**src/design/spims_pkg.sv**
```systemverilog
// Shared constants and types for the serial master/slave port
package spims_pkg;

	// Register offsets
	localparam logic [2:0] OFS_CTRL_ONE   = 3'h0;
	localparam logic [2:0] OFS_CTRL_TWO   = 3'h1;
	localparam logic [2:0] OFS_BAUD       = 3'h2;
	localparam logic [2:0] OFS_STATUS     = 3'h3;
	localparam logic [2:0] OFS_DATA_HIGH  = 3'h4;
	localparam logic [2:0] OFS_DATA_LOW   = 3'h5;

	// Control two fields
	localparam int BIT_TRANSFER_WIDTH = 6;
	localparam int BIT_FAULT_DETECT   = 4;
	localparam int BIT_BIDIR_OE       = 3;
	localparam int BIT_WAIT_STOP      = 1;
	localparam int BIT_BIDIR_MODE     = 0;

	// Baud fields
	localparam int BAUD_PRE_HI = 6;
	localparam int BAUD_PRE_LO = 4;
	localparam int BAUD_SEL_HI = 2;
	localparam int BAUD_SEL_LO = 0;

	// Status fields
	localparam int BIT_DONE_FLAG  = 7;
	localparam int BIT_TX_EMPTY   = 5;
	localparam int BIT_FAULT_FLAG = 4;

	// Implemented bits
	localparam logic [7:0] CTRL_TWO_MASK = 8'h5b;
	localparam logic [7:0] BAUD_MASK     = 8'h77;

	// Reset values
	localparam logic [7:0] CTRL_ONE_RST = 8'h04;
	localparam logic [7:0] CTRL_TWO_RST = 8'h00;
	localparam logic [7:0] BAUD_RST     = 8'h00;

	// Divider counter width, covers divisor half of 1024
	localparam int BAUD_CNT_W = 11;

	typedef struct packed {
		logic frame_irq_enable;
		logic port_enable;
		logic tx_empty_irq_enable;
		logic master_select;
		logic clock_polarity;
		logic clock_phase;
		logic select_output_enable;
		logic low_bit_first;
	} spims_ctrl_one_s;

	typedef struct packed {
		logic sck;
		logic mosi;
		logic miso;
		logic ss_n;
	} spims_pins_s;

	typedef enum logic {
		ST_IDLE,
		ST_RUN
	} spims_state_e;

endpackage

```
**src/design/spims_top.sv**
```systemverilog
// Serial master/slave port with byte register file
// Overview of operation
// RULE1: Wait with clock-stop clear runs normally; set, master clock halts.
// RULE2: Slave keeps shifting through wait and stop, tracking external clock.
// RULE3: Master in stop or stopped wait freezes transfer, resumes on return.
// RULE4: MOSI drives data as master, is sampled as slave.
// RULE5: MISO drives data as slave, is sampled as master.
// RULE6: Master may drive select out; slave takes select as input.
// RULE7: Master generates serial clock; slave shifts on external clock.
// RULE8: Reserved bits read zero; writes to them do nothing.
// RULE9: Control bit 7 gates interrupt from done or fault flag.
// RULE10: Control bit 6 enables port; clearing idles it, resets flags.
// RULE11: Control bit 5 gates interrupt from transmit-empty flag.
// RULE12: Control bit 4 picks master; any change forces idle.
// RULE13: Control bit 3 sets clock idle level, low or high.
// RULE14: Control bit 2 picks sampling on odd or even edges.
// RULE15: Master aborts transfer when clock, select or order settings change.
// RULE16: Control bit 0 picks bit order; data register keeps MSB high.
// RULE17: Select pin use depends on mode, fault detect and output enable.
// RULE18: Width control picks 8-bit low byte or 16-bit word.
// RULE19: Bidir mode shares one data line, driven per output enable.
// RULE20: Master clock rate is bus clock over baud divisor.
// RULE21: Divisor is (preselect plus one) times two to (select plus one).
// RULE22: Done flag sets at frame end; empty flag when buffer free.
`timescale 1ns/1ps
module spims_top (
	input  wire logic       CORE_CLK_IN,
	input  wire logic       ARST_N_IN,
	input  wire logic [2:0] ADDR_IN,
	input  wire logic [7:0] WDATA_IN,
	input  wire logic       WR_IN,
	input  wire logic       RD_IN,
	output logic      [7:0] RDATA_OUT,
	input  wire logic       WAIT_MODE_IN,
	input  wire logic       STOP_MODE_IN,
	output logic            IRQ_OUT,
	input  wire logic       SCK_IN,
	output logic            SCK_OUT,
	output logic            SCK_OE_OUT,
	input  wire logic       MOSI_IN,
	output logic            MOSI_OUT,
	output logic            MOSI_OE_OUT,
	input  wire logic       MISO_IN,
	output logic            MISO_OUT,
	output logic            MISO_OE_OUT,
	input  wire logic       SS_N_IN,
	output logic            SS_N_OUT,
	output logic            SS_N_OE_OUT
);

	spims_pkg::spims_ctrl_one_s ctrl_one, next_ctrl_one;
	logic [7:0]                 ctrl_two, next_ctrl_two;
	logic [7:0]                 baud, next_baud;
	logic [15:0]                tx_buf, next_tx_buf;
	logic [15:0]                tx_sh, next_tx_sh;
	logic [15:0]                rx_sh, next_rx_sh;
	logic [15:0]                rx_buf, next_rx_buf;
	logic                       tx_empty, next_tx_empty;
	logic                       done_flag, next_done_flag;
	logic                       fault_flag, next_fault_flag;
	logic                       done_armed, next_done_armed;
	logic                       fault_armed, next_fault_armed;
	logic [4:0]                 cnt, next_cnt;
	logic [spims_pkg::BAUD_CNT_W-1:0] baud_cnt, next_baud_cnt;
	logic                       sck_lvl, next_sck_lvl;
	logic                       out_bit, next_out_bit;
	logic                       sck_prev;
	spims_pkg::spims_state_e    state, next_state;
	spims_pkg::spims_pins_s     pin_out, next_pin_out;
	spims_pkg::spims_pins_s     pin_oe, next_pin_oe;
	logic [7:0]                 rdata, next_rdata;
	logic                       irq, next_irq;

	// Register decode
	wire wr_ctrl_one = WR_IN && ADDR_IN == spims_pkg::OFS_CTRL_ONE;
	wire wr_ctrl_two = WR_IN && ADDR_IN == spims_pkg::OFS_CTRL_TWO;
	wire wr_baud     = WR_IN && ADDR_IN == spims_pkg::OFS_BAUD;
	wire wr_data_hi  = WR_IN && ADDR_IN == spims_pkg::OFS_DATA_HIGH;
	wire wr_data_lo  = WR_IN && ADDR_IN == spims_pkg::OFS_DATA_LOW;
	wire rd_status   = RD_IN && ADDR_IN == spims_pkg::OFS_STATUS;
	wire rd_data_lo  = RD_IN && ADDR_IN == spims_pkg::OFS_DATA_LOW;

	wire enabled   = ctrl_one.port_enable;
	wire is_master = ctrl_one.master_select;
	wire width16   = ctrl_two[spims_pkg::BIT_TRANSFER_WIDTH];
	wire bidir     = ctrl_two[spims_pkg::BIT_BIDIR_MODE];
	wire bidir_oe  = ctrl_two[spims_pkg::BIT_BIDIR_OE];
	wire fault_en  = ctrl_two[spims_pkg::BIT_FAULT_DETECT];
	wire lsb_first = ctrl_one.low_bit_first;
	wire [3:0] last_idx = width16 ? 4'hf : 4'h7;

	// RULE1: master clock halts
	// RULE3: freeze master in low power
	wire halted = is_master && (STOP_MODE_IN ||
		(WAIT_MODE_IN && ctrl_two[spims_pkg::BIT_WAIT_STOP]));

	// RULE21: divisor half per clock edge
	wire [spims_pkg::BAUD_CNT_W-1:0] half_div =
		({8'h00, baud[spims_pkg::BAUD_PRE_HI:spims_pkg::BAUD_PRE_LO]} +
		11'h001) << baud[spims_pkg::BAUD_SEL_HI:spims_pkg::BAUD_SEL_LO];

	// RULE4: MOSI sampled as slave
	// RULE5: MISO sampled as master
	// RULE19: bidir uses the shared line
	wire in_bit = is_master ? (bidir ? MOSI_IN : MISO_IN)
	                        : (bidir ? MISO_IN : MOSI_IN);

	// RULE16: bit order maps to register position
	wire [3:0] samp_idx  = cnt[4:1];
	wire [3:0] samp_pos  = lsb_first ? samp_idx : last_idx - samp_idx;
	wire [3:0] drv_idx   = ctrl_one.clock_phase ? cnt[4:1] :
		cnt[4:1] + 4'h1;
	wire [3:0] drv_pos   = lsb_first ? drv_idx : last_idx - drv_idx;
	wire [3:0] first_pos = lsb_first ? 4'h0 : last_idx;
	// RULE14: sample on odd or even edges
	wire samp_edge = cnt[0] == ctrl_one.clock_phase;
	wire last_edge = cnt == {last_idx, 1'b1};

	// RULE20: master edge from divider
	wire m_edge = enabled && is_master && state == spims_pkg::ST_RUN &&
		!halted && baud_cnt == half_div - 11'h001;
	// RULE2: slave edge ignores low power
	// RULE7: slave shifts on external clock
	wire s_edge = enabled && !is_master && state == spims_pkg::ST_RUN &&
		!SS_N_IN && SCK_IN != sck_prev;
	wire edge_now = m_edge || s_edge;

	// RULE17: select as fault input
	wire mode_fault = enabled && is_master && fault_en &&
		!ctrl_one.select_output_enable && !SS_N_IN;

	// RULE12: master/slave change idles
	// RULE15: setting change aborts master
	wire ctrl_one_chg = wr_ctrl_one && (WDATA_IN[4] != is_master ||
		(is_master && WDATA_IN[3:0] != ctrl_one[3:0]));
	wire ctrl_two_chg = wr_ctrl_two && is_master &&
		(WDATA_IN[6] != ctrl_two[6] || WDATA_IN[4] != ctrl_two[4] ||
		WDATA_IN[0] != ctrl_two[0] ||
		(bidir && WDATA_IN[3] != ctrl_two[3]));
	wire baud_chg = wr_baud && is_master &&
		(WDATA_IN & spims_pkg::BAUD_MASK) != baud;
	wire cfg_abort = ctrl_one_chg || ctrl_two_chg || baud_chg || mode_fault;

	// RULE8: reserved bits read zero
	wire [7:0] status_val = {done_flag, 1'b0, tx_empty, fault_flag, 4'h0};
	wire [7:0] rd_val =
		ADDR_IN == spims_pkg::OFS_CTRL_ONE  ? ctrl_one :
		ADDR_IN == spims_pkg::OFS_CTRL_TWO  ? ctrl_two :
		ADDR_IN == spims_pkg::OFS_BAUD      ? baud :
		ADDR_IN == spims_pkg::OFS_STATUS    ? status_val :
		ADDR_IN == spims_pkg::OFS_DATA_HIGH ?
			(width16 ? rx_buf[15:8] : 8'h00) :
		ADDR_IN == spims_pkg::OFS_DATA_LOW  ? rx_buf[7:0] : 8'h00;

	always_comb begin
		next_ctrl_one    = ctrl_one;
		next_ctrl_two    = ctrl_two;
		next_baud        = baud;
		next_tx_buf      = tx_buf;
		next_tx_sh       = tx_sh;
		next_rx_sh       = rx_sh;
		next_rx_buf      = rx_buf;
		next_tx_empty    = tx_empty;
		next_done_flag   = done_flag;
		next_fault_flag  = fault_flag;
		next_done_armed  = done_armed;
		next_fault_armed = fault_armed;
		next_cnt         = cnt;
		next_baud_cnt    = baud_cnt;
		next_sck_lvl     = sck_lvl;
		next_out_bit     = out_bit;
		next_state       = state;

		// RULE8: writes to reserved bits dropped
		if (wr_ctrl_one) begin
			next_ctrl_one = WDATA_IN;
		end
		if (wr_ctrl_two) begin
			next_ctrl_two = WDATA_IN & spims_pkg::CTRL_TWO_MASK;
		end
		if (wr_baud) begin
			next_baud = WDATA_IN & spims_pkg::BAUD_MASK;
		end

		// Flag clears come before sets so an event wins
		if (rd_status) begin
			next_done_armed  = done_flag;
			next_fault_armed = fault_flag;
		end
		if (rd_data_lo && done_armed) begin
			next_done_flag  = 1'b0;
			next_done_armed = 1'b0;
		end
		if (wr_ctrl_one && fault_armed) begin
			next_fault_flag  = 1'b0;
			next_fault_armed = 1'b0;
		end

		case (state)
			spims_pkg::ST_IDLE: begin
				next_cnt      = 5'h00;
				next_baud_cnt = '0;
				next_sck_lvl  = 1'b0;
				// Master start waits for a queued word
				if (enabled && is_master && !tx_empty && !halted) begin
					next_state    = spims_pkg::ST_RUN;
					next_tx_sh    = tx_buf;
					next_tx_empty = 1'b1;
					next_out_bit  = tx_buf[first_pos];
					next_rx_sh    = 16'h0000;
				end else if (enabled && !is_master && !SS_N_IN) begin
					// Slave resends the old word when none is queued
					next_state = spims_pkg::ST_RUN;
					next_rx_sh = 16'h0000;
					if (!tx_empty) begin
						next_tx_sh    = tx_buf;
						next_tx_empty = 1'b1;
						next_out_bit  = tx_buf[first_pos];
					end else begin
						next_out_bit = tx_sh[first_pos];
					end
				end
			end
			spims_pkg::ST_RUN: begin
				if (m_edge) begin
					next_baud_cnt = '0;
				end else if (is_master && !halted) begin
					next_baud_cnt = baud_cnt + 11'h001;
				end
				if (edge_now) begin
					next_sck_lvl = ~sck_lvl;
					next_cnt     = cnt + 5'h01;
					if (samp_edge) begin
						next_rx_sh[samp_pos] = in_bit;
					end else if (!last_edge) begin
						next_out_bit = tx_sh[drv_pos];
					end
					if (last_edge) begin
						// RULE22: frame done sets flag
						// RULE18: narrow frame leaves high byte zero
						next_rx_buf    = next_rx_sh;
						next_done_flag = 1'b1;
						next_cnt       = 5'h00;
						next_sck_lvl   = 1'b0;
						next_rx_sh     = 16'h0000;
						if (is_master) begin
							next_state = spims_pkg::ST_IDLE;
						end else if (!tx_empty) begin
							next_tx_sh    = tx_buf;
							next_tx_empty = 1'b1;
							next_out_bit  = tx_buf[first_pos];
						end else begin
							next_out_bit = tx_sh[first_pos];
						end
					end
				end
				// Select release ends a slave frame early
				if (!is_master && SS_N_IN) begin
					next_state = spims_pkg::ST_IDLE;
				end
			end
			default: begin
				next_state = spims_pkg::ST_IDLE;
			end
		endcase

		// RULE22: free buffer shows empty
		if (wr_data_hi) begin
			next_tx_buf[15:8] = WDATA_IN;
		end
		if (wr_data_lo) begin
			next_tx_buf[7:0] = WDATA_IN;
			next_tx_empty    = 1'b0;
		end

		// RULE17: fault drops to slave
		if (mode_fault) begin
			next_fault_flag             = 1'b1;
			next_ctrl_one.master_select = 1'b0;
		end

		// RULE15: abort returns to idle
		if (cfg_abort) begin
			next_state   = spims_pkg::ST_IDLE;
			next_cnt     = 5'h00;
			next_sck_lvl = 1'b0;
		end

		// RULE10: disable idles and resets flags
		if (!enabled) begin
			next_state       = spims_pkg::ST_IDLE;
			next_cnt         = 5'h00;
			next_sck_lvl     = 1'b0;
			next_done_flag   = 1'b0;
			next_fault_flag  = 1'b0;
			next_tx_empty    = 1'b1;
			next_done_armed  = 1'b0;
			next_fault_armed = 1'b0;
		end
	end

	// Pin drive, computed from next state so pins follow it exactly
	wire next_en     = next_ctrl_one.port_enable;
	wire next_master = next_ctrl_one.master_select;
	wire next_bidir  = next_ctrl_two[spims_pkg::BIT_BIDIR_MODE];
	wire next_boe    = next_ctrl_two[spims_pkg::BIT_BIDIR_OE];
	wire next_busy   = next_state == spims_pkg::ST_RUN;

	always_comb begin
		// RULE7: master drives serial clock
		// RULE13: polarity sets idle level
		next_pin_out.sck  = next_ctrl_one.clock_polarity ^ next_sck_lvl;
		next_pin_oe.sck   = next_en && next_master;
		// RULE4: MOSI driven as master
		next_pin_out.mosi = next_out_bit;
		next_pin_oe.mosi  = next_en && next_master &&
			(!next_bidir || next_boe);
		// RULE5: MISO driven as selected slave
		// RULE19: bidir enable gates the line
		next_pin_out.miso = next_out_bit;
		next_pin_oe.miso  = next_en && !next_master && !SS_N_IN &&
			(!next_bidir || next_boe);
		// RULE6: select out only as master
		// RULE17: driven only with fault detect and output enable
		next_pin_out.ss_n = !next_busy;
		next_pin_oe.ss_n  = next_en && next_master &&
			next_ctrl_two[spims_pkg::BIT_FAULT_DETECT] &&
			next_ctrl_one.select_output_enable;
	end

	assign next_rdata = RD_IN ? rd_val : 8'h00;

	// RULE9: done or fault interrupt
	// RULE11: transmit-empty interrupt
	assign next_irq =
		(next_ctrl_one.frame_irq_enable && (next_done_flag || next_fault_flag)) ||
		(next_ctrl_one.tx_empty_irq_enable && next_tx_empty && next_en);

	always_ff @(posedge CORE_CLK_IN or negedge ARST_N_IN) begin
		if (!ARST_N_IN) begin
			ctrl_one    <= spims_pkg::CTRL_ONE_RST;
			ctrl_two    <= spims_pkg::CTRL_TWO_RST;
			baud        <= spims_pkg::BAUD_RST;
			tx_buf      <= 16'h0000;
			tx_sh       <= 16'h0000;
			rx_sh       <= 16'h0000;
			rx_buf      <= 16'h0000;
			tx_empty    <= 1'b1;
			done_flag   <= 1'b0;
			fault_flag  <= 1'b0;
			done_armed  <= 1'b0;
			fault_armed <= 1'b0;
			cnt         <= 5'h00;
			baud_cnt    <= '0;
			sck_lvl     <= 1'b0;
			out_bit     <= 1'b0;
			state       <= spims_pkg::ST_IDLE;
		end else begin
			ctrl_one    <= next_ctrl_one;
			ctrl_two    <= next_ctrl_two;
			baud        <= next_baud;
			tx_buf      <= next_tx_buf;
			tx_sh       <= next_tx_sh;
			rx_sh       <= next_rx_sh;
			rx_buf      <= next_rx_buf;
			tx_empty    <= next_tx_empty;
			done_flag   <= next_done_flag;
			fault_flag  <= next_fault_flag;
			done_armed  <= next_done_armed;
			fault_armed <= next_fault_armed;
			cnt         <= next_cnt;
			baud_cnt    <= next_baud_cnt;
			sck_lvl     <= next_sck_lvl;
			out_bit     <= next_out_bit;
			state       <= next_state;
		end
	end

	// Pin and bus outputs, all registered
	always_ff @(posedge CORE_CLK_IN or negedge ARST_N_IN) begin
		if (!ARST_N_IN) begin
			sck_prev <= 1'b0;
			pin_out  <= 4'h1;
			pin_oe   <= 4'h0;
			rdata    <= 8'h00;
			irq      <= 1'b0;
		end else begin
			sck_prev <= SCK_IN;
			pin_out  <= next_pin_out;
			pin_oe   <= next_pin_oe;
			rdata    <= next_rdata;
			irq      <= next_irq;
		end
	end

	assign RDATA_OUT   = rdata;
	assign IRQ_OUT     = irq;
	assign SCK_OUT     = pin_out.sck;
	assign SCK_OE_OUT  = pin_oe.sck;
	assign MOSI_OUT    = pin_out.mosi;
	assign MOSI_OE_OUT = pin_oe.mosi;
	assign MISO_OUT    = pin_out.miso;
	assign MISO_OE_OUT = pin_oe.miso;
	assign SS_N_OUT    = pin_out.ss_n;
	assign SS_N_OE_OUT = pin_oe.ss_n;

endmodule // spims_top

```
**config.mk**
```make
export PLATFORM = sky130hd
export DESIGN_NAME = spims_top
export DESIGN_NICKNAME = d
export VERILOG_FILES = /design/src/design/spims_pkg.sv /design/src/design/spims_top.sv
export SDC_FILE = /design/constraint.sdc
export NUM_CORES = 1
export LEC_CHECK = 0
export BUFFER_PORTS_ARGS = -buffer_cell sky130_fd_sc_hd__clkbuf_2
export CORE_MARGIN = 2
export CORE_UTILIZATION = 55
export CTS_BUF_LIST = sky130_fd_sc_hd__clkbuf_4 sky130_fd_sc_hd__clkbuf_8 sky130_fd_sc_hd__clkbuf_16
export CTS_CLUSTER_SIZE = 16
export DETAILED_ROUTE_END_ITERATION = 12
export GPL_ROUTABILITY_DRIVEN = 0
export PLACE_DENSITY = 0.7
export SYNTH_ARGS = -nofsm -noshare
export SYNTH_HDL_FRONTEND = slang
export SYNTH_SLANG_ARGS = --single-unit
export TNS_END_PERCENT = 5
```
**constraint.sdc**
```tcl
create_clock -name CORE_CLK_IN -period 4.45 [get_ports CORE_CLK_IN]
set_input_delay 0.89 -clock CORE_CLK_IN [delete_from_list [all_inputs] [get_ports CORE_CLK_IN]]
set_output_delay 0.89 -clock CORE_CLK_IN [all_outputs]
set_load 0.02 [all_outputs]
```
==> out/metrics.csv <==
stage;metric;value;unit
run_status;status;complete, no violations;
floorplan;Die ar.;14000;µm²
worst_setup_path;Reg2Reg Setup Slack;280;ps
clock_tree;CTS tree;built;
clock_tree;setup bufs post-CTS;0;
grt;initial antenna violation count;0;
logic_synthesis;post-synth top area share;0.419;
sta;fin crit period;4170;ps
clock_tree;clock tree buffer depth;2;
worst_setup_path;slowest stage cell, crit path;dfrtp_1;
layout;share of layout cells above drive strength 1;0.194;
grt;GRT Overall Usage;0.276;
sta;final setup TNS;0;ps
logic_synthesis;leading post-synthesis cells by cell area;dfrtp_1, mux2_2, mux2i_1;
sta;Final Hold Fails;0;
worst_setup_path;RR Startpoint;baud[5];
clock_tree;H-tree depth;4;
drt;wirelength, routed;18400;µm
drt;Routed WL per cell;20.0;µm
sta;Final setup viols;0;
logic_synthesis;Synth Area in Compound Gates;0.169;
worst_setup_path;Startpoint Class;flop;
logic_synthesis;Cells after Synth;714;
floorplan;Core Rows;41;
logic_synthesis;mux contribution to synthesized area;0.137;
logic_synthesis;adder-cell share of the synthesized area;0.00873;
drt;DRT iter0 DRCs;676;
clock_tree;Num CTS Buffers;17;
logic_synthesis;Yosys cell types;75;
placement;PortBufs;37;
sta;Slew HR;0.389;
pwr;peak supply drop;0.260;mV
logic_synthesis;Post-synth EDFFs;0;
worst_setup_path;critical path peak fanout;42;
sta;unrepaired setup endpoints after global routing;false;
grt;largest net degree at the start of global routing;58;
pwr;Leak Pwr;3.51;nW
drt;vias;5750;
logic_synthesis;Synth Area in XOR/XNOR;0.0574;
grt;first-pass GRT wire length;30000;µm
grt;vias in the first global route;5640;
drt;DRT Pass-1 Iters;7;
logic_synthesis;number of synthesized register bits;123;
drt;DR vias/cell;6.26;
sta;Final Slew Violations;0;
logic_synthesis;syn_nets;740;
worst_setup_path;Worst EP arrival;4480;ps
hold_path;Hold Crit Class;flop to flop;
floorplan;DIE HEIGHT;118;µm
worst_setup_path;Worst Setup End Kind;flop;
worst_setup_path;WP buf/inv;2;
floorplan;Initial Utilization;0.566;
floorplan;Die Wd;118;µm
drt;DRC violations left;0;
sta;Period Utilization, post-route;0.938;
pwr;Pwr Density;456;nW/µm²
logic_synthesis;YS warnings;0;
worst_setup_path;Crit path max-delay family;compound AO/OA/AOI/OAI gates;
logic_synthesis;share of synthesized cell area in and, or, nand and nor gates;0.156;
worst_setup_path;R2R cell count;15;
logic_synthesis;Synth Flop Type;dfrtp_1;
hold_path;Hold Path End;rx_sh[10];
floorplan;IO Pins;38;
placement;DP Area;7460;µm²
sta;highest clock rate;240;MHz
grt;grt total ovfl;0;
hold_path;hold path start;rx_sh[10];
logic_synthesis;count leader, synth;dfrtp_1;
logic_synthesis;Synth area leader;dfrtp_1;
worst_setup_path;CP cell instances;ha_1 -> nand2b_1 -> nand2_1 -> nand2_1 -> ha_1 -> xnor2_1 -> a21oi_1 -> a2bb2o_1 -> a211oi_1 -> a311oi_4 -> a31oi_4 -> buf_4 -> and2_1 -> buf_4 -> o41ai_1;
logic_synthesis;fraction of registers with async set/reset;1.00;
layout;area delta synth->final;12.3;%
clock_tree;Clk Latency, worst-skew pair;430;ps
logic_synthesis;most instantiated cells after synthesis;dfrtp_1, nand2_1, nor2_1;
layout;nets;759;
clock_tree;CTS sink count;123;
layout;Ant. Diodes;0;
logic_synthesis;register area share after synthesis;0.430;
sta;worst hold slack;487;ps
floorplan;Core Region;12700;µm²
logic_synthesis;largest family of logic cells by synthesized area;compound AO/OA/AOI/OAI gates;
worst_setup_path;kind of critical path;flop to flop;
hold_path;Worst Hold Depth;1;
layout;final core utilization;0.635;
drt;antenna-violating nets left;0;
worst_setup_path;critical path data required time;4750;ps
worst_setup_path;RR Endpoint;MISO_OUT;
logic_synthesis;Synth Area per Inst;10.0;µm²
clock_tree;Worst-path clk slew;60;ps
logic_synthesis;mapped cell area;7170;µm²
pwr;PnR Total Power;3.67;mW
worst_setup_path;slowest stage delay, CP;480;ps
placement;Post-DP HPWL;13000;µm
sta;clock skew;9.95;ps
sta;Tightest Pin Transition;911;ps
layout;post-route cell area;8050;µm²
clock_tree;clk root buf;clkbuf_16;
run;Max Cap Viol;0;
layout;Fill cells;1037;
## cell usage in the layout, fill, tap and decap left out, drive strengths merged, types with 19 or more instances in the layout
master,instances
a21oi,19
clkbuf,53
dfrtp,120
inv,23
mux2,48
mux2i,27
nand2,64
nand3,20
nor2,46
o21ai,37
xnor2,21
xor2,26
## routing by layer
layer  share of wire  wire length [µm]  track usage  up-vias
li1                -                 -            -     2644
met1            0.42              7770        0.353     2850
met2            0.48              8880        0.445      204
met4           0.043               793        0.142        0
met5               0                 0            0        -
met3           0.050               920       0.0536       52
## final cells by class
| class | instances | area (µm²) | share of cell area |
|---|---|---|---|
| Inverter | 19 | 71.3 | 0.00886 |
| Clock inverter | 15 | 165 | 0.0205 |
| Multi-Input combinational cell | 519 | 3780 | 0.470 |
| Sequential cell | 123 | 3080 | 0.383 |
| Timing Repair Buffer | 53 | 308 | 0.0382 |
| Tap cell | 172 | 215 | 0.0267 |
| Clock buffer | 17 | 425 | 0.0529 |
## logic make-up (layout without fill, tap and decap cells)
kind of cell    count (synthesis)  count (layout)
simple gates                  222             222
compound gates                164             164
flops                         123             123
mux                            81              81
buf+inv                        72             104
xor+xnor                       47              47
fa+ha+maj                       5               5
## how the worst max path moves through the flow
stage / cells past startpoint / to / start / slack [ps]
after detailed placement: 13 / flop / baud[5] / 270
after global routing: 15 / rx_sh[6] / baud[5] / 50
final: 15 / MISO_OUT / baud[5] / 280
after global placement: 13 / flop / baud[5] / 430
after CTS: 13 / flop / baud[5] / 200
after floorplan: 17 / rx_sh[10] / baud[4] / 870
## stage by stage
step / setup slack, ps / std cells
6_report: 278 / 918
5_1_grt: 47.7 / 918
4_1_cts: 198 / 918
3_5_place_dp: 272 / 886
3_3_place_gp: 428 / 886
2_1_floorplan: 866 / 714
## timing repair
action,4_1_cts,5_1_grt
resized for setup,0,1
hold buffers,0,0
endpoints found under the setup margin,0,6
## where the power goes
part / leakage (nW) / internal (mW) / switching [mW]
combinational: 1.60 / 0.363 / 0.562
sequential: 1.62 / 1.22 / 0.139
clock: 0.287 / 0.833 / 0.549
total: 3.51 / 2.42 / 1.25
## worst reg2reg max path: cells and delay by family, from the launching register on
kind            cells  cell delay, ps
compound gates      6            1230
xor+xnor            1             360
fa+ha+maj           2             720
buf+inv             2             650
flops               1             480
simple gates        4             620
Note: power is estimated with default switching activity, not from simulation.
